$ cat src/logic/pwmdpv_pkg.sv
package pwmdpv_pkg;

    localparam int unsigned ADDR_W = 3;
    localparam int unsigned DATA_W = 32;
    localparam int unsigned VAL_W  = 16;

    // word indices on the avalon slave
    localparam logic [ADDR_W-1:0] IDX_PRI_DUTY  = 3'h0;
    localparam logic [ADDR_W-1:0] IDX_SEC_DUTY  = 3'h1;
    localparam logic [ADDR_W-1:0] IDX_PHASE     = 3'h2;
    localparam logic [ADDR_W-1:0] IDX_GEN_CTRL  = 3'h3;
    localparam logic [ADDR_W-1:0] IDX_PIN_CTRL  = 3'h4;
    localparam logic [ADDR_W-1:0] IDX_STATUS    = 3'h5;

    // field positions
    localparam int unsigned ITB_BIT      = 0;
    localparam int unsigned MODE_LSB     = 10;
    localparam int unsigned MODE_MSB     = 11;
    localparam int unsigned ST_HIGH_BIT  = 0;
    localparam int unsigned ST_LOW_BIT   = 1;
    localparam int unsigned ST_PP_BIT    = 2;
    localparam int unsigned ST_CNT_LSB   = 16;

    localparam logic [VAL_W-1:0] VAL_RST      = 16'h0000;
    localparam logic [VAL_W-1:0] CNT_ONE      = 16'h0001;
    // duty limits: narrowest and margin from the period
    localparam logic [VAL_W-1:0] DUTY_MIN     = 16'h0009;
    localparam logic [VAL_W-1:0] DUTY_MARGIN  = 16'h0008;
    // smallest independent period accepted
    localparam logic [VAL_W-1:0] IND_PER_MIN  = 16'h0008;

    localparam int unsigned CLK_MHZ   = 200;
    // band near 0 % and 100 % where resolution may coarsen
    localparam int unsigned EDGE_NS   = 40;
    localparam int unsigned EDGE_CYC  = (EDGE_NS * CLK_MHZ) / 1000;

    typedef enum logic [1:0] {
        MODE_COMP = 2'b00,
        MODE_RED  = 2'b01,
        MODE_PP   = 2'b10,
        MODE_IND  = 2'b11
    } pwmdpv_mode_t;

endpackage : pwmdpv_pkg

$ cat src/logic/pwmdpv_gen.sv
// The implementer's own choices: the Avalon-MM interface to the registers and the placing of the registers.
`timescale 1ns/10ps
// Summary of operation
// - primary duty register, 16 bits, resets zero
// - independent mode: primary duty drives high side
// - other modes: primary duty drives both sides
// - duty pulse limited to 9 .. period-8
// - near 0/100 % resolution may coarsen
// - secondary duty register, 16 bits, resets zero
// - secondary duty used only in independent mode
// - phase register: shift or period, resets zero
// - select 0, modes 00-10: shift both outputs
// - select 0, mode 11: shift low side only
// - select 1, modes 00-10: period both outputs
// - select 1, mode 11: period low side only
// - independent period pulse limited 9 .. per-8
// - mode code at bits 11:10 of pin control
module pwmdpv_gen (
    input  wire logic                             mclk,
    input  wire logic                             rst_n,
    input  wire logic [pwmdpv_pkg::ADDR_W-1:0]    avs_address,
    input  wire logic                             avs_read,
    input  wire logic                             avs_write,
    input  wire logic [pwmdpv_pkg::DATA_W-1:0]    avs_writedata,
    input  wire logic [3:0]                       avs_byteenable,
    output logic      [pwmdpv_pkg::DATA_W-1:0]    avs_readdata,
    output logic                                  avs_waitrequest,
    input  wire logic [pwmdpv_pkg::VAL_W-1:0]     master_period,
    output logic                                  high_side_output,
    output logic                                  low_side_output
);
    import pwmdpv_pkg::*;

    logic [VAL_W-1:0]  primary_duty_value_r;
    logic [VAL_W-1:0]  secondary_duty_value_r;
    logic [VAL_W-1:0]  phase_or_period_value_r;
    logic              independent_time_base_select_r;
    logic [VAL_W-1:0]  output_pin_control_r;
    pwmdpv_mode_t      output_mode_code;
    logic              ack_r;
    logic              req;
    logic              wr_go;
    logic [VAL_W-1:0]  wr_val;
    logic [VAL_W-1:0]  mst_cnt_r;
    logic [VAL_W-1:0]  ind_cnt_r;
    logic [VAL_W-1:0]  ind_per;
    logic              pp_odd_r;
    logic [VAL_W:0]    shift_sum;
    logic [VAL_W-1:0]  shifted_cnt;
    logic [VAL_W-1:0]  hi_cnt;
    logic [VAL_W-1:0]  lo_cnt;
    logic [VAL_W-1:0]  hi_per;
    logic [VAL_W-1:0]  lo_per;
    logic [VAL_W-1:0]  hi_duty;
    logic [VAL_W-1:0]  lo_duty;
    logic              hi_on;
    logic              lo_on;
    logic              is_ind;

    // ---------------- avalon slave ----------------
    // one wait state on every access: read data is registered
    assign req             = avs_read | avs_write;
    assign avs_waitrequest = req & ~ack_r;
    assign wr_go           = avs_write & ~avs_waitrequest;

    always_ff @(posedge mclk) begin
        if (!rst_n) begin
            ack_r <= 1'b0;
        end else begin
            ack_r <= req & ~ack_r;
        end
    end

    // only the low two byte lanes carry state
    always_comb begin
        wr_val = VAL_RST;
        case (avs_address)
            IDX_PRI_DUTY: wr_val = primary_duty_value_r;
            IDX_SEC_DUTY: wr_val = secondary_duty_value_r;
            IDX_PHASE:    wr_val = phase_or_period_value_r;
            IDX_PIN_CTRL: wr_val = output_pin_control_r;
            default:      wr_val = VAL_RST;
        endcase
        if (avs_byteenable[0]) begin
            wr_val[7:0] = avs_writedata[7:0];
        end
        if (avs_byteenable[1]) begin
            wr_val[15:8] = avs_writedata[15:8];
        end
    end

    always_ff @(posedge mclk) begin
        if (!rst_n) begin
            primary_duty_value_r <= VAL_RST;
        end else if (wr_go && avs_address == IDX_PRI_DUTY) begin
            primary_duty_value_r <= wr_val;
        end
    end

    always_ff @(posedge mclk) begin
        if (!rst_n) begin
            secondary_duty_value_r <= VAL_RST;
        end else if (wr_go && avs_address == IDX_SEC_DUTY) begin
            secondary_duty_value_r <= wr_val;
        end
    end

    always_ff @(posedge mclk) begin
        if (!rst_n) begin
            phase_or_period_value_r <= VAL_RST;
        end else if (wr_go && avs_address == IDX_PHASE) begin
            phase_or_period_value_r <= wr_val;
        end
    end

    always_ff @(posedge mclk) begin
        if (!rst_n) begin
            independent_time_base_select_r <= 1'b0;
            output_pin_control_r           <= VAL_RST;
        end else if (wr_go) begin
            if (avs_address == IDX_GEN_CTRL && avs_byteenable[0]) begin
                independent_time_base_select_r <= avs_writedata[ITB_BIT];
            end
            if (avs_address == IDX_PIN_CTRL) begin
                output_pin_control_r <= wr_val;
            end
        end
    end

    assign output_mode_code =
        pwmdpv_mode_t'(output_pin_control_r[MODE_MSB:MODE_LSB]);
    assign is_ind = (output_mode_code == MODE_IND);

    always_ff @(posedge mclk) begin
        if (!rst_n) begin
            avs_readdata <= '0;
        end else if (avs_read && !ack_r) begin
            avs_readdata <= '0;
            case (avs_address)
                IDX_PRI_DUTY: avs_readdata[VAL_W-1:0] <= primary_duty_value_r;
                IDX_SEC_DUTY:
                    avs_readdata[VAL_W-1:0] <= secondary_duty_value_r;
                IDX_PHASE:
                    avs_readdata[VAL_W-1:0] <= phase_or_period_value_r;
                IDX_GEN_CTRL:
                    avs_readdata[ITB_BIT] <= independent_time_base_select_r;
                IDX_PIN_CTRL: avs_readdata[VAL_W-1:0] <= output_pin_control_r;
                IDX_STATUS: begin
                    avs_readdata[ST_HIGH_BIT] <= high_side_output;
                    avs_readdata[ST_LOW_BIT]  <= low_side_output;
                    avs_readdata[ST_PP_BIT]   <= pp_odd_r;
                    avs_readdata[DATA_W-1:ST_CNT_LSB] <= mst_cnt_r;
                end
                default: avs_readdata <= '0;
            endcase
        end
    end

    // ---------------- time bases ----------------
    // independent period floored so a tiny value cannot stall the count
    assign ind_per = (phase_or_period_value_r < IND_PER_MIN) ?
                     IND_PER_MIN : phase_or_period_value_r;

    always_ff @(posedge mclk) begin
        if (!rst_n) begin
            mst_cnt_r <= VAL_RST;
            pp_odd_r  <= 1'b0;
        end else if (mst_cnt_r + CNT_ONE >= master_period) begin
            mst_cnt_r <= VAL_RST;
            pp_odd_r  <= ~pp_odd_r;
        end else begin
            mst_cnt_r <= mst_cnt_r + CNT_ONE;
        end
    end

    always_ff @(posedge mclk) begin
        if (!rst_n) begin
            ind_cnt_r <= VAL_RST;
        end else if (ind_cnt_r + CNT_ONE >= ind_per) begin
            ind_cnt_r <= VAL_RST;
        end else begin
            ind_cnt_r <= ind_cnt_r + CNT_ONE;
        end
    end

    // phase shift wraps inside the master period
    assign shift_sum = {1'b0, mst_cnt_r} + {1'b0, phase_or_period_value_r};
    assign shifted_cnt = (shift_sum >= {1'b0, master_period}) ?
        VAL_W'(shift_sum - {1'b0, master_period}) : shift_sum[VAL_W-1:0];

    always_comb begin
        hi_cnt = mst_cnt_r;
        lo_cnt = mst_cnt_r;
        hi_per = master_period;
        lo_per = master_period;
        if (!independent_time_base_select_r) begin
            lo_cnt = shifted_cnt;
            if (!is_ind) begin
                hi_cnt = shifted_cnt;
            end
        end else begin
            lo_cnt = ind_cnt_r;
            lo_per = ind_per;
            if (!is_ind) begin
                hi_cnt = ind_cnt_r;
                hi_per = ind_per;
            end
        end
    end

    // clamp to the pulse limits; below 9 the pulse is dropped and above period-8
    // it is held at period-8, which the coarser allowance near 0/100 % permits
    function automatic logic [VAL_W-1:0] clamp_duty(
        input logic [VAL_W-1:0] d,
        input logic [VAL_W-1:0] per
    );
        logic [VAL_W-1:0] top;
        top = (per > DUTY_MARGIN) ? VAL_W'(per - DUTY_MARGIN) : VAL_RST;
        if (d < DUTY_MIN) begin
            clamp_duty = VAL_RST;
        end else if (d > top) begin
            clamp_duty = top;
        end else begin
            clamp_duty = d;
        end
    endfunction : clamp_duty

    assign hi_duty = clamp_duty(primary_duty_value_r,
                                hi_per);
    assign lo_duty = is_ind ?
        clamp_duty(secondary_duty_value_r, lo_per) :
        clamp_duty(primary_duty_value_r, lo_per);

    assign hi_on = (hi_cnt < hi_duty);
    assign lo_on = (lo_cnt < lo_duty);

    always_ff @(posedge mclk) begin
        if (!rst_n) begin
            high_side_output <= 1'b0;
            low_side_output  <= 1'b0;
        end else begin
            unique case (output_mode_code)
                MODE_COMP: begin
                    high_side_output <= hi_on;
                    low_side_output  <= ~lo_on;
                end
                MODE_RED: begin
                    high_side_output <= hi_on;
                    low_side_output  <= lo_on;
                end
                MODE_PP: begin
                    high_side_output <= hi_on & ~pp_odd_r;
                    low_side_output  <= lo_on & pp_odd_r;
                end
                MODE_IND: begin
                    high_side_output <= hi_on;
                    low_side_output  <= lo_on;
                end
            endcase
        end
    end

    // ---------------- assertions ----------------
    a_wait_one_cycle: assert property (
        @(posedge mclk) disable iff (!rst_n)
        $rose(req) |-> avs_waitrequest ##1 !avs_waitrequest)
        else $error("access not answered after one wait state");

    a_pri_write_lands: assert property (
        @(posedge mclk) disable iff (!rst_n)
        wr_go && avs_address == IDX_PRI_DUTY && avs_byteenable[1:0] == 2'b11
        |=> primary_duty_value_r == $past(avs_writedata[15:0]))
        else $error("primary duty write lost");

    a_sec_write_lands: assert property (
        @(posedge mclk) disable iff (!rst_n)
        wr_go && avs_address == IDX_SEC_DUTY && avs_byteenable[1:0] == 2'b11
        |=> secondary_duty_value_r == $past(avs_writedata[15:0]))
        else $error("secondary duty write lost");

    a_phase_reads_back: assert property (
        @(posedge mclk) disable iff (!rst_n)
        avs_read && !ack_r && avs_address == IDX_PHASE && !wr_go
        |=> avs_readdata == {16'h0000, $past(phase_or_period_value_r)})
        else $error("phase value read back wrong");

    a_short_duty_low: assert property (
        @(posedge mclk) disable iff (!rst_n)
        primary_duty_value_r < DUTY_MIN && !is_ind
        |=> !$past(hi_on) && !high_side_output)
        else $error("duty below minimum produced a pulse");

    a_ind_low_secondary: assert property (
        @(posedge mclk) disable iff (!rst_n)
        is_ind && secondary_duty_value_r < DUTY_MIN |=> !low_side_output)
        else $error("independent low side not using secondary duty");

    a_grp_low_primary: assert property (
        @(posedge mclk) disable iff (!rst_n)
        output_mode_code == MODE_COMP && primary_duty_value_r < DUTY_MIN
        |=> low_side_output)
        else $error("low side not using primary duty");

    a_ind_hi_unshifted: assert property (
        @(posedge mclk) disable iff (!rst_n)
        is_ind && !independent_time_base_select_r |-> hi_cnt == mst_cnt_r)
        else $error("high side shifted in independent mode");

    a_ind_per_floor: assert property (
        @(posedge mclk) disable iff (!rst_n)
        independent_time_base_select_r && $stable(phase_or_period_value_r)
        |-> ind_cnt_r < ind_per && ind_per >= IND_PER_MIN)
        else $error("independent counter outside its period");

    a_itb_low_counter: assert property (
        @(posedge mclk) disable iff (!rst_n)
        independent_time_base_select_r |-> lo_cnt == ind_cnt_r
        && (is_ind ? hi_cnt == mst_cnt_r : hi_cnt == ind_cnt_r))
        else $error("time base routing wrong");

    a_redundant_equal: assert property (
        @(posedge mclk) disable iff (!rst_n)
        output_mode_code == MODE_RED && $stable(output_mode_code)
        && !independent_time_base_select_r
        && $stable(independent_time_base_select_r)
        |=> high_side_output == low_side_output)
        else $error("redundant outputs differ");

    a_duty_top_clamp: assert property (
        @(posedge mclk) disable iff (!rst_n)
        hi_per > DUTY_MARGIN |-> hi_duty <= hi_per - DUTY_MARGIN)
        else $error("duty above the period margin");

    a_pp_never_both: assert property (
        @(posedge mclk) disable iff (!rst_n)
        output_mode_code == MODE_PP
        |=> !(high_side_output && low_side_output))
        else $error("push-pull drove both sides");

    a_comp_opposite: assert property (
        @(posedge mclk) disable iff (!rst_n)
        output_mode_code == MODE_COMP
        |=> high_side_output != low_side_output)
        else $error("complementary outputs not opposite");

    a_shift_both_sides: assert property (
        @(posedge mclk) disable iff (!rst_n)
        !independent_time_base_select_r && !is_ind |-> hi_cnt == lo_cnt)
        else $error("group modes shift the sides differently");

endmodule : pwmdpv_gen

$ cat config.mk
export PLATFORM = sky130hd
export DESIGN_NAME = pwmdpv_gen
export DESIGN_NICKNAME = d
export VERILOG_FILES = /design/src/logic/pwmdpv_pkg.sv /design/src/logic/pwmdpv_gen.sv
export SDC_FILE = /design/constraint.sdc
export NUM_CORES = 1
export LEC_CHECK = 0
export BUFFER_PORTS_ARGS = -buffer_cell sky130_fd_sc_hd__buf_4
export CORE_UTILIZATION = 60
export DETAILED_ROUTE_END_ITERATION = 12
export PLACE_DENSITY = 0.8
export SYNTH_ARGS = -nofsm -noshare
export SYNTH_HDL_FRONTEND = slang
export SYNTH_SLANG_ARGS = --single-unit
export TNS_END_PERCENT = 50
$ cat constraint.sdc
create_clock -name mclk -period 9.7 [get_ports mclk]
set_clock_uncertainty 0.2 [all_clocks]
set_input_delay 0.485 -clock mclk [delete_from_list [all_inputs] [get_ports mclk]]
set_output_delay 0.485 -clock mclk [all_outputs]
set_load 0.005 [all_outputs]
* After elaboration in Yosys (flattened, before gate mapping)
Index checks and enable logic that the tools add are counted.
** Word-level totals
- Logic and storage cells :: 90
- ROM bits :: 0
- RAM bits :: 0
- Flip-flop bits (word level) :: 133
- Latch bits :: 0
- Memories kept :: 0
- Input port bits :: 59
** Operators by class
- Shift operators :: 0
- Muxes and demuxes :: 27
- Equality and inequality tests :: 8
- Add/subtract/negate cells :: 6
- Reductions and logical operators :: 14
- Order comparisons :: 13
- Multiply operators :: 0
- Divide/modulo/power cells :: 0
- Bitwise logic cells :: 10
** Operators by type and width (number)
- $mux W16 :: 19
- $pmux W16 S4 :: 1
- $pmux W13 S4 :: 1
- $gt A16 B16 Y1 :: 3
- $lt A16 B4 Y1 const B :: 3
- $add A16 B1 Y16 const B :: 2
- $ge A16 B16 Y1 :: 2
- $gt A16 B4 Y1 const B :: 2
- $lt A16 B16 Y1 :: 2
- $sub A16 B4 Y16 const B :: 2
- $add A16 B16 Y17 :: 1
- $ge A17 B16 Y1 :: 1
- $mux W8 :: 2
- $sub A16 B16 Y16 :: 1
- $pmux W2 S5 :: 1
- $eq A3 B2 Y1 const B :: 2
- $eq A3 B3 Y1 const B :: 2
- $pmux W1 S6 :: 1
- $reduce_or A2 Y1 :: 3
- $logic_and A1 B1 Y1 :: 5
- $not A1 Y1 :: 5
- $and A1 B1 Y1 :: 4
- $eq A2 B2 Y1 const B :: 2
- $reduce_and A2 Y1 :: 2
- 9 further kinds :: 9

* Longest topological paths before layout
Gate-level depths: netlist of the first run.
- Word-level depth :: 12
- Depth in mapped cells :: 33
- Gate-level depth less buffers :: 28

* Worst setup path after synthesis of the first run
No wires, ideal clock.
- Path type :: register to register
- Start point :: reg independent_time_base_select_r
- End point :: reg low_side_output
- Required time :: 9.428 ns
- Buffers on the path :: 7
- Cell stages (with the launch flop) :: 32
- Library setup time :: 0.072 ns
- Arrival time :: 6.436 ns
- Slack :: 2.992 ns
- Cell sequence :: dfxtp_1 clkbuf_1 buf_2 buf_2 buf_2 buf_1 mux2i_1 ha_1 nand2_1 or4_1 xnor2_1 a211oi_1 inv_1 ha_1 a21oi_1 o21ai_0 o221ai_1 a21oi_1 buf_1 clkbuf_1 mux2i_1 o22a_1 ha_1 a21o_1 a21oi_1 nor2b_1 o211ai_1 a31oi_1 nor2_1 nand2_1 o31ai_1 mux2i_1
** Between the ends
- Word-level cells in the longest chain between the ends :: 10
** RTL lines
- from (decl) :: RTL line pwmdpv_gen.sv:37 : logic independent_time_base_select_r;
- from (signal assigned) :: RTL line pwmdpv_gen.sv:122 : independent_time_base_select_r <= avs_writedata[ITB_BIT];
- $mux W16 :: RTL line pwmdpv_gen.sv:196 : if (!independent_time_base_select_r) begin
- $sub A16 B4 Y16 or $gt A16 B4 Y1 (tied branches) :: RTL line pwmdpv_gen.sv:218 : top = (per > DUTY_MARGIN) ? VAL_W'(per - DUTY_MARGIN) : VAL_RST;
- $mux W16 :: RTL line pwmdpv_gen.sv:218
- $gt A16 B16 Y1 :: RTL line pwmdpv_gen.sv:221 : end else if (d > top) begin
- $mux W16 :: RTL line pwmdpv_gen.sv:221
- $mux W16 :: RTL line pwmdpv_gen.sv:219 : if (d < DUTY_MIN) begin
- $mux W16 :: RTL line pwmdpv_gen.sv:230 : assign lo_duty = is_ind ?
- $lt A16 B16 Y1 * :: RTL line pwmdpv_gen.sv:235 : assign lo_on = (lo_cnt < lo_duty);
- $and A1 B1 Y1 or $not A1 Y1 (tied branches) :: RTL line pwmdpv_gen.sv:253, pwmdpv_gen.sv:245
- $pmux W1 S3 * :: RTL line pwmdpv_gen.sv:242 : unique case (output_mode_code)
- to (signal assigned) :: RTL line pwmdpv_gen.sv:245 : low_side_output <= ~lo_on;
- to (signal assigned) :: RTL line pwmdpv_gen.sv:253 : low_side_output <= lo_on & pp_odd_r;
- to (signal assigned) :: RTL line pwmdpv_gen.sv:257 : low_side_output <= lo_on;
- to (decl) :: RTL line pwmdpv_gen.sv:30 : output logic low_side_output
Every way passes the cells marked *; elsewhere a longest branch is shown, timed or not.
A chain may end at the register's enable or synchronous reset.

* Worst setup path after layout of the first run
- Start point :: reg independent_time_base_select_r
- End point :: reg high_side_output
** Between the ends
- Word-level cells in the longest chain between the ends :: 9
** RTL lines
- $mux W16 :: RTL line pwmdpv_gen.sv:196
- $sub A16 B4 Y16 or $gt A16 B4 Y1 (tied branches) :: RTL line pwmdpv_gen.sv:218
- $mux W16 :: RTL line pwmdpv_gen.sv:218
- $gt A16 B16 Y1 :: RTL line pwmdpv_gen.sv:221
- $mux W16 :: RTL line pwmdpv_gen.sv:221
- $mux W16 :: RTL line pwmdpv_gen.sv:219
- $lt A16 B16 Y1 * :: RTL line pwmdpv_gen.sv:234 : assign hi_on = (hi_cnt < hi_duty);
- $and A1 B1 Y1 :: RTL line pwmdpv_gen.sv:252 : high_side_output <= hi_on & ~pp_odd_r;
- $pmux W1 S2 * :: RTL line pwmdpv_gen.sv:242
- to (signal assigned) :: RTL line pwmdpv_gen.sv:244 : high_side_output <= hi_on;
- to (signal assigned) :: RTL line pwmdpv_gen.sv:252
- to (signal assigned) :: RTL line pwmdpv_gen.sv:256 : high_side_output <= hi_on;
- to (decl) :: RTL line pwmdpv_gen.sv:29 : output logic high_side_output,
Marks and branches as above.

==> impl_metrics.json, run 1 <==
{
  "grt_antenna_before_repair": 0,
  "grt_pass1_wl_microns": 61700,
  "antenna_cells": 0,
  "final.period_utilization": 0.789,
  "synth-seq-cells": 133,
  "timing.rr.start": "independent_time_base_select_r",
  "path_max_fanout": 36,
  "rows": 51,
  "ys_async_sr_fraction": 0,
  "netlist_top_cells_area": "dfxtp_1, ha_1, nand2_1, mux2i_1, nor2_1",
  "ys.warnings.count": 0,
  "die-area_sq_um": 20700,
  "switchingPower_uw": 458,
  "die_h_microns": 144,
  "io_buffers": 75,
  "dr.pass1.iters": 6,
  "coreArea_sq_um": 19600,
  "power_density_nw_per_um2": 108,
  "cts_num_sinks": 133,
  "postCtsSetupBuffers": 0,
  "syn_nets": 1742,
  "cp_top_family": "compound AO/OA/AOI/OAI gates",
  "ctsResizeCount": 0,
  "relSlewSlack": 0.193,
  "clockRootBuffer": "clkbuf_16",
  "final_hold_viol_count": 0,
  "io-pin-count": 94,
  "setup_tns_ns": 0,
  "status": "complete, no violations",
  "slew_violations": 0,
  "min_period_ns": 7.66,
  "cpMaxStageDelayCell": "a21boi_4",
  "start_kind": "flip-flop",
  "max_cap_viol_count": 0,
  "timing.hold.worst_endpoint": "independent_time_base_select_r",
  "pwr-share-clk": 0.443,
  "worstSetupPathType": "flip-flop to flip-flop",
  "min_path_type": "primary input to flip-flop",
  "synth_seq_area_share": 0.220,
  "via_count": 12166,
  "vdd_drop_max_mv": 0.102,
  "setup_violations": 0,
  "p_seq_frac": 0.394,
  "synth_top_cell_by_area": "dfxtp_1",
  "combPwrFrac": 0.163,
  "start_util": 0.617,
  "grt_overflow_total": 0,
  "routed_wl_microns": 40400,
  "cts_max_path_buffers": 2,
  "drc": 0,
  "via_per_inst": 6.55,
  "grt_usage": 0.399,
  "utilization": 0.686,
  "cts_tree": "yes",
  "reg2reg_depth": 20,
  "dp_cells": 1824,
  "reg2reg_slack_ns": 2.04,
  "max_freq_mhz": 131,
  "syn-cell-area_sq_um": 12100,
  "die_w_microns": 144,
  "crit_path_cell_trace": "a21boi_4 -> mux2i_1 -> nor2b_4 -> and4_4 -> and3_4 -> o21ai_1 -> o21ai_0 -> ha_1 -> nand4_1 -> or3_1 -> o221a_1 -> nor2_2 -> mux2i_1 -> nand2_1 -> ha_1 -> and4_1 -> and3_1 -> a221oi_1 -> o21ai_0 -> a41oi_2",
  "worst_pin_slew_ns": 1.21,
  "intPower_uw": 996,
  "first_iter_violations": 1395,
  "hpwl_microns": 30900,
  "avgSynthCellArea_sq_um": 7.87,
  "yosysTopAreaCellShare": 0.220,
  "synth_edf_count": 0,
  "fin_nets": 1785,
  "netlist_instances": 1535,
  "worstHoldPathCells": 3,
  "path_clk_slew_ns": 0.06,
  "p_leak_nw": 6.09,
  "area_growth_pct": 11.2,
  "netSwitchingFraction": 0.315,
  "hp-start": "avs_writedata[0]",
  "worstPathBufferInverterCount": 0,
  "place_congestion": 1.06,
  "rsz0062_at_grt": "false",
  "cts_made_buffers": 17,
  "total_power_mw": 1.45,
  "grt_pass1_vias": 11135,
  "antenna_left": 0,
  "slowest_delay_ns": 0.89,
  "worst_ep_arrival_time_ns": 7.80,
  "layout-drive-gt1-share": 0.106,
  "grt_max_degree": 95,
  "required_ns": 9.84,
  "ys.flop_type": "dfxtp_1",
  "endpoint_kind": "flip-flop",
  "postCtsHoldBufs": 0,
  "r2r_end": "high_side_output",
  "synthDistinctLibCells": 77,
  "clkLatencyLatePin_ns": 0.44,
  "cts-htree-levels": 4,
  "routedWlPerCell_microns": 21.8,
  "final_cells": 1856
}
[power groups by stage]
stage	registers, mW	logic, mW	clock network, mW
2_1_floorplan	0.579	0.156	0
3_3_place_gp	0.584	0.224	0
3_5_place_dp	0.584	0.229	0
4_1_cts	0.572	0.231	0.646
5_1_grt	0.574	0.260	0.671
6_report	0.573	0.237	0.644
[worst register-to-register path, delay by kind of cell (launching register included)]
family                     cells  cell delay [ns]
adders and majority gates      2             0.78
and+or+nand+nor                9             2.08
AOI/OAI and AO/OA              7             2.98
DFF                            1             0.83
muxes                          2             0.70
[flip-flops by register name, summed over array words and instances (netlist names), 16 cells and up]
name / cells
avs_readdata: 32
ind_cnt_r: 16
mst_cnt_r: 16
output_pin_control_r: 16
phase_or_period_value_r: 16
primary_duty_value_r: 16
secondary_duty_value_r: 16
[cell type report]
cell class	count	area, sq um
Inverter	75	282
Multi-Input combinational cell	1255	8860
Timing Repair Buffer	96	721
Sequential cell	133	2660
Clock buffer	17	425
Fill cell	1648	6160
Tap cell	265	332
Clock inverter	15	155
[worst max-delay path by stage]
stage,slack (ns),to,startpoint,cells past startpoint
3_5_place_dp,2.32,high_side_output,independent_time_base_select_r,20
3_3_place_gp,2.44,low_side_output,phase_or_period_value_r[5],28
5_1_grt,1.50,high_side_output,independent_time_base_select_r,23
6_report,2.04,high_side_output,independent_time_base_select_r,20
2_1_floorplan,2.99,low_side_output,independent_time_base_select_r,31
4_1_cts,2.30,high_side_output,independent_time_base_select_r,20
[logic make-up (layout without fill, tap and decap cells)]
logic type,after synthesis,count (layout),synth area share
xor+xnor,71,71,0.0515
mux,71,71,0.0606
buf+inv,147,203,0.0478
simple gates,554,554,0.220
flops,133,133,0.220
fa+ha+maj,148,148,0.154
compound gates,411,411,0.245
[through the flow]
| step | setup WS [ns] | hold slack (ns) | instance area [sq um] |
|---|---|---|---|
| 2_1_floorplan | 2.99 | 0.244 | 12100 |
| 6_report | 2.04 | 0.162 | 13400 |
| 3_5_place_dp | 2.32 | 0.261 | 12900 |
| 5_1_grt | 1.50 | 0.173 | 13400 |
| 4_1_cts | 2.30 | 0.158 | 13400 |
| 3_3_place_gp | 2.44 | 0.253 | 12900 |
[cell usage after synthesis (3+ instances only)]
cell type  instances
a211oi_1          18
a21boi_0          32
a21o_1            31
a21oi_1           87
a21oi_2            4
a221o_1            8
a221oi_1           9
a22o_1            16
a22oi_1           18
a31oi_1            9
and2_1            10
and3_1            16
and4_1             6
buf_1              3
buf_2             18
clkbuf_1          50
dfxtp_1          133
ha_1             146
inv_1             73
mux2_2            17
mux2i_1           54
nand2_1          185
nand2b_1          15
nand3_1           40
nand4_1           24
nor2_1           138
nor2b_1           57
nor3_1            24
nor3b_1           11
nor4_1            11
o2111ai_1          3
o211a_1           34
o211ai_1          10
o21a_1            14
o21ai_0           48
o21ai_1            8
o221ai_1           3
o22a_1            16
o31ai_1           18
or3_1              4
xnor2_1           45
xor2_1            26
[cells in the final DEF (no fill, tap or decap), types with 16 or more instances in the layout]
| master | n |
|---|---|
| nor2b_1 | 57 |
| o31ai_1 | 18 |
| mux2_2 | 17 |
| nand2_1 | 185 |
| a211oi_1 | 18 |
| mux2i_1 | 54 |
| nor2_1 | 138 |
| dfxtp_1 | 132 |
| a21boi_0 | 32 |
| buf_4 | 96 |
| o211a_1 | 34 |
| nand4_1 | 24 |
| clkbuf_16 | 17 |
| o21ai_0 | 48 |
| o22a_1 | 16 |
| nor3_1 | 23 |
| nand3_1 | 40 |
| a22o_1 | 16 |
| xnor2_1 | 45 |
| a21oi_1 | 86 |
| a21o_1 | 31 |
| a22oi_1 | 18 |
| ha_1 | 146 |
| xor2_1 | 26 |
| inv_1 | 73 |
| and3_1 | 16 |
[layer usage]
layer | vias up | global-route usage | part of all wire
met5 | - | 0 | 0
met4 | 0 | 0.255 | 0.064
met3 | 148 | 0.0943 | 0.12
met2 | 720 | 0.564 | 0.40
met1 | 5631 | 0.537 | 0.42
li1 | 5667 | - | -
Note: power is estimated with default switching activity, not from simulation.
==> run 2, diff against run 1 <==
- clock period: 9.7 -> 7.7 ns (I/O delays scaled with it)
==> impl_metrics.json, run 2 (synthesized netlist as in run 1, its figures left out) <==
{
  "status": "complete, no violations",
  "routed_wl_microns": 40300,
  "cts_made_buffers": 17,
  "antenna_left": 0,
  "seqCellArea_sq_um": 2660,
  "grt_max_degree": 105,
  "max_cap_viol_count": 0,
  "postCtsHoldBufs": 0,
  "power_density_nw_per_um2": 136,
  "max_freq_mhz": 137,
  "required_ns": 7.85,
  "postCtsSetupBuffers": 0,
  "path_clk_slew_ns": 0.07,
  "layout_setup_ws_ns": 0.420,
  "final.period_utilization": 0.945,
  "p_leak_nw": 6.11,
  "die-area_sq_um": 20700,
  "cpMaxStageDelayCell": "o21ai_1",
  "worst_pin_slew_ns": 1.30,
  "area_growth_pct": 11.4,
  "via_per_inst": 6.55,
  "ctsResizeCount": 0,
  "rows": 51,
  "drc": 0,
  "io-pin-count": 94,
  "combPwrFrac": 0.164,
  "layout-drive-gt1-share": 0.107,
  "crit_path_cell_trace": "buf_4 -> nor4_1 -> a41o_1 -> a21oi_2 -> o21ai_1 -> o21ai_0 -> ha_1 -> nand4_1 -> or3_1 -> o221a_1 -> nor2_2 -> mux2i_1 -> nand2_1 -> ha_1 -> and4_1 -> a21oi_1 -> nand2_1 -> a221oi_1 -> o21ai_0 -> a41oi_2",
  "dr.pass1.iters": 7,
  "grt_antenna_before_repair": 0,
  "start_kind": "flip-flop",
  "cts_tree": "yes",
  "grt_usage": 0.393,
  "setup_tns_ns": 0,
  "fillers": 1671,
  "grt_pass1_wl_microns": 60700,
  "endpoint_kind": "flip-flop",
  "regMostFlops": "avs_readdata",
  "min_path_type": "primary input to flip-flop",
  "mostFrequentLayoutCells": "nand2_1, ha_1, nor2_1",
  "via_count": 12182,
  "hpwl_microns": 30900,
  "routedWlPerCell_microns": 21.7,
  "clockRootBuffer": "clkbuf_16",
  "io_buffers": 75,
  "p_seq_frac": 0.394,
  "first_iter_violations": 1274,
  "hold_slack_ns": 0.0767,
  "multi_input_area_sq_um": 8860,
  "slew_violations": 0,
  "slowest_delay_ns": 0.84,
  "place_ws_ns": 0.798,
  "worst_ep_arrival_time_ns": 7.43,
  "cts_max_path_buffers": 2,
  "vdd_drop_max_mv": 0.137,
  "hp-start": "avs_writedata[0]",
  "switchingPower_uw": 577,
  "pwr-share-clk": 0.442,
  "worstSetupPathType": "flip-flop to flip-flop",
  "clkLatencyLatePin_ns": 0.43,
  "relSlewSlack": 0.129,
  "die_h_microns": 144,
  "die_w_microns": 144,
  "final_common_cell": "nand2_1",
  "coreArea_sq_um": 19600,
  "grt_overflow_total": 0,
  "antenna_cells": 0,
  "cp-startpoint": "phase_or_period_value_r[3]",
  "grt_pass1_vias": 11066,
  "netSwitchingFraction": 0.315,
  "start_util": 0.617,
  "largest_reg_flops": 32,
  "place_congestion": 1.10,
  "path_max_fanout": 18,
  "min_period_ns": 7.28,
  "final_hold_viol_count": 0,
  "cts-htree-levels": 4,
  "intPower_mw": 1.25,
  "fin_nets": 1788,
  "setup_violations": 0,
  "cts_num_sinks": 133,
  "timing.rr.start": "phase_or_period_value_r[3]",
  "rsz0062_at_grt": "false"
}
## run 2: cell count changes in the layout (fill, tap and decap cells not counted), sizes merged
cell	delta
buf	+3
clkinv	+1
clkinvlp	-1
## run 2: final cells by class
cell class / instances / area share
clock buffer: 17 / 0.0316
clock inverter: 15 / 0.0114
inverter: 75 / 0.0209
multi-input combinational: 1255 / 0.658
sequential: 133 / 0.198
tap: 265 / 0.0246
timing repair buffer: 99 / 0.0552
## run 2: power by group through the flow
stage	Clock (mW)	Combinational, mW	Sequential (mW)
5_1_grt	0.839	0.325	0.722
6_report	0.810	0.299	0.722
2_1_floorplan	0	0.196	0.729
3_5_place_dp	0	0.289	0.736
3_3_place_gp	0	0.281	0.736
4_1_cts	0.812	0.292	0.720
## run 2: stage by stage
step	instance area [sq um]	cells	util	power, mW
6_report	13500	1859	0.687	1.83
5_1_grt	13500	1859	0.687	1.89
4_1_cts	13500	1859	0.687	1.82
3_5_place_dp	12900	1827	0.657	1.03
3_3_place_gp	12900	1827	0.657	1.02
2_1_floorplan	12100	1535	-	0.925
## run 2: critical path, delay by kind of cell, from the launching register on
family,cells,cell delay (ns)
AND/OR/NAND/NOR,7,2.25
adder cells (fa/ha/maj),2,0.77
flip-flops,1,0.30
AO/OA/AOI/OAI,9,3.06
multiplexers,1,0.43
buffers and inverters,1,0.17
## run 2: path summary, 6_finish.rpt
check	endpoint	slack (ns)	depth (start not counted)
max	high_side_output	0.42	20
min	independent_time_base_select_r	0.08	3
max reg2reg	high_side_output	0.42	20
min reg2reg	output_pin_control_r[12]	0.27	2
## run 2: routing by layer
metal / share of wire / wire length (microns) / track usage / up-vias
met2: 0.41 / 16600 / 0.575 / 768
met4: 0.054 / 2190 / 0.214 / 0
met5: 0 / 0 / 0 / -
met1: 0.41 / 16500 / 0.520 / 5621
met3: 0.12 / 5020 / 0.106 / 132
li1: - / - / - / 5661
==> run 3, diff against run 2 <==
- clock period: 7.7 -> 7.72 ns (I/O delays scaled with it)
==> impl_metrics.json, run 3 (synthesized netlist as in run 1, its figures left out) <==
{
  "status": "complete, no violations",
  "die_w_microns": 144,
  "min_path_type": "primary input to flip-flop",
  "required_ns": 7.88,
  "setup_tns_ns": 0,
  "cts_made_buffers": 17,
  "rsz0062_at_grt": "false",
  "start_util": 0.617,
  "worst_pin_slew_ns": 1.10,
  "worst_ep_arrival_time_ns": 7.36,
  "fin_nets": 1795,
  "regMostFlops": "avs_readdata",
  "path_clk_slew_ns": 0.07,
  "antenna_left": 0,
  "drc": 0,
  "coreArea_sq_um": 19600,
  "worstSetupPathType": "flip-flop to flip-flop",
  "cpMaxStageDelayCell": "nor4_1",
  "grt_pass1_vias": 11026,
  "slowest_delay_ns": 0.67,
  "setup_violations": 0,
  "mostFrequentLayoutCells": "nand2_1, ha_1, nor2_1",
  "power_density_nw_per_um2": 137,
  "min_period_ns": 7.20,
  "die-area_sq_um": 20700,
  "max_freq_mhz": 139,
  "final_common_cell": "nand2_1",
  "ctsResizeCount": 0,
  "routed_wl_microns": 41300,
  "rows": 51,
  "grt_max_degree": 105,
  "path_max_fanout": 6,
  "utilization": 0.690,
  "cts-htree-levels": 4,
  "die_h_microns": 144,
  "clkLatencyLatePin_ns": 0.43,
  "start_kind": "flip-flop",
  "postCtsSetupBuffers": 0,
  "dr.pass1.iters": 6,
  "p_leak_nw": 6.15,
  "grt_overflow_total": 0,
  "cts_max_path_buffers": 2,
  "antenna_cells": 0,
  "max_cap_viol_count": 0,
  "routedWlPerCell_microns": 22.1,
  "vdd_drop_max_mv": 0.126,
  "grt_usage": 0.404,
  "grt_pass1_wl_microns": 62400,
  "endpoint_kind": "flip-flop",
  "io_buffers": 75,
  "via_per_inst": 6.52,
  "cts_tree": "yes",
  "postCtsHoldBufs": 0,
  "place_congestion": 1.03,
  "area_growth_pct": 11.9,
  "clockRootBuffer": "clkbuf_16",
  "grt_antenna_before_repair": 0,
  "io-pin-count": 94,
  "final.period_utilization": 0.933,
  "final_hold_viol_count": 0,
  "hpwl_microns": 31900,
  "layout-drive-gt1-share": 0.111,
  "relSlewSlack": 0.266,
  "cts_num_sinks": 133,
  "via_count": 12164,
  "largest_reg_flops": 32,
  "first_iter_violations": 1374,
  "slew_violations": 0
}
## run 3: layout make-up
| cell class | instances | area, sq um |
|---|---|---|
| clock buffer | 17 | 425 |
| clock inverter | 15 | 161 |
| fill | 1685 | 6070 |
| inverter | 75 | 282 |
| multi-input combinational | 1255 | 8860 |
| sequential | 133 | 2660 |
| tap | 265 | 332 |
| timing repair buffer | 106 | 796 |
## run 3: path summary, 6_finish.rpt
path	from	endpoint	slack, ns	cells past startpoint
setup / recovery	phase_or_period_value_r[3]	low_side_output	0.52	28
hold / removal	avs_writedata[0]	independent_time_base_select_r	0.07	3
setup reg to reg	phase_or_period_value_r[3]	low_side_output	0.52	28
hold reg to reg	output_pin_control_r[14]	output_pin_control_r[14]	0.27	2
## run 3: critical path: cells and delay by family (launching register included)
kind,cells,cell delay (ns)
adder cells (fa/ha/maj),3,0.87
AND/OR/NAND/NOR,9,1.68
AO/OA/AOI/OAI,12,3.37
multiplexers,2,0.38
XOR/XNOR,1,0.12
flip-flops,1,0.32
buffers and inverters,1,0.15
## run 3: stage by stage
stage / hold slack, ns / instances / total power [mW] / cell area [sq um] / setup WS, ns
finish: 0.0699 / 1866 / 1.85 / 13500 / 0.518
global route: 0.114 / 1866 / 1.91 / 13500 / 0.156
CTS: 0.0623 / 1866 / 1.84 / 13500 / 0.764
detailed placement: 0.263 / 1834 / 1.03 / 12900 / 0.782
global placement: 0.253 / 1834 / 1.02 / 12900 / 0.895
floorplan: 0.244 / 1535 / 0.923 / 12100 / 1.01
## run 3: report_power, final
part | leakage [nW] | switching, mW | internal [mW]
registers | 1.08 | 0.0194 | 0.700
clock network | 0.284 | 0.371 | 0.458
logic | 4.79 | 0.180 | 0.122
total | 6.15 | 0.571 | 1.28
## run 3: layer usage
| metal | vias to the layer above | GRT usage | part of all wire |
|---|---|---|---|
| li1 | 5673 | - | - |
| met1 | 5683 | 0.548 | 0.42 |
| met2 | 682 | 0.594 | 0.41 |
| met3 | 126 | 0.0736 | 0.11 |
| met4 | 0 | 0.241 | 0.057 |
| met5 | - | 0 | 0 |
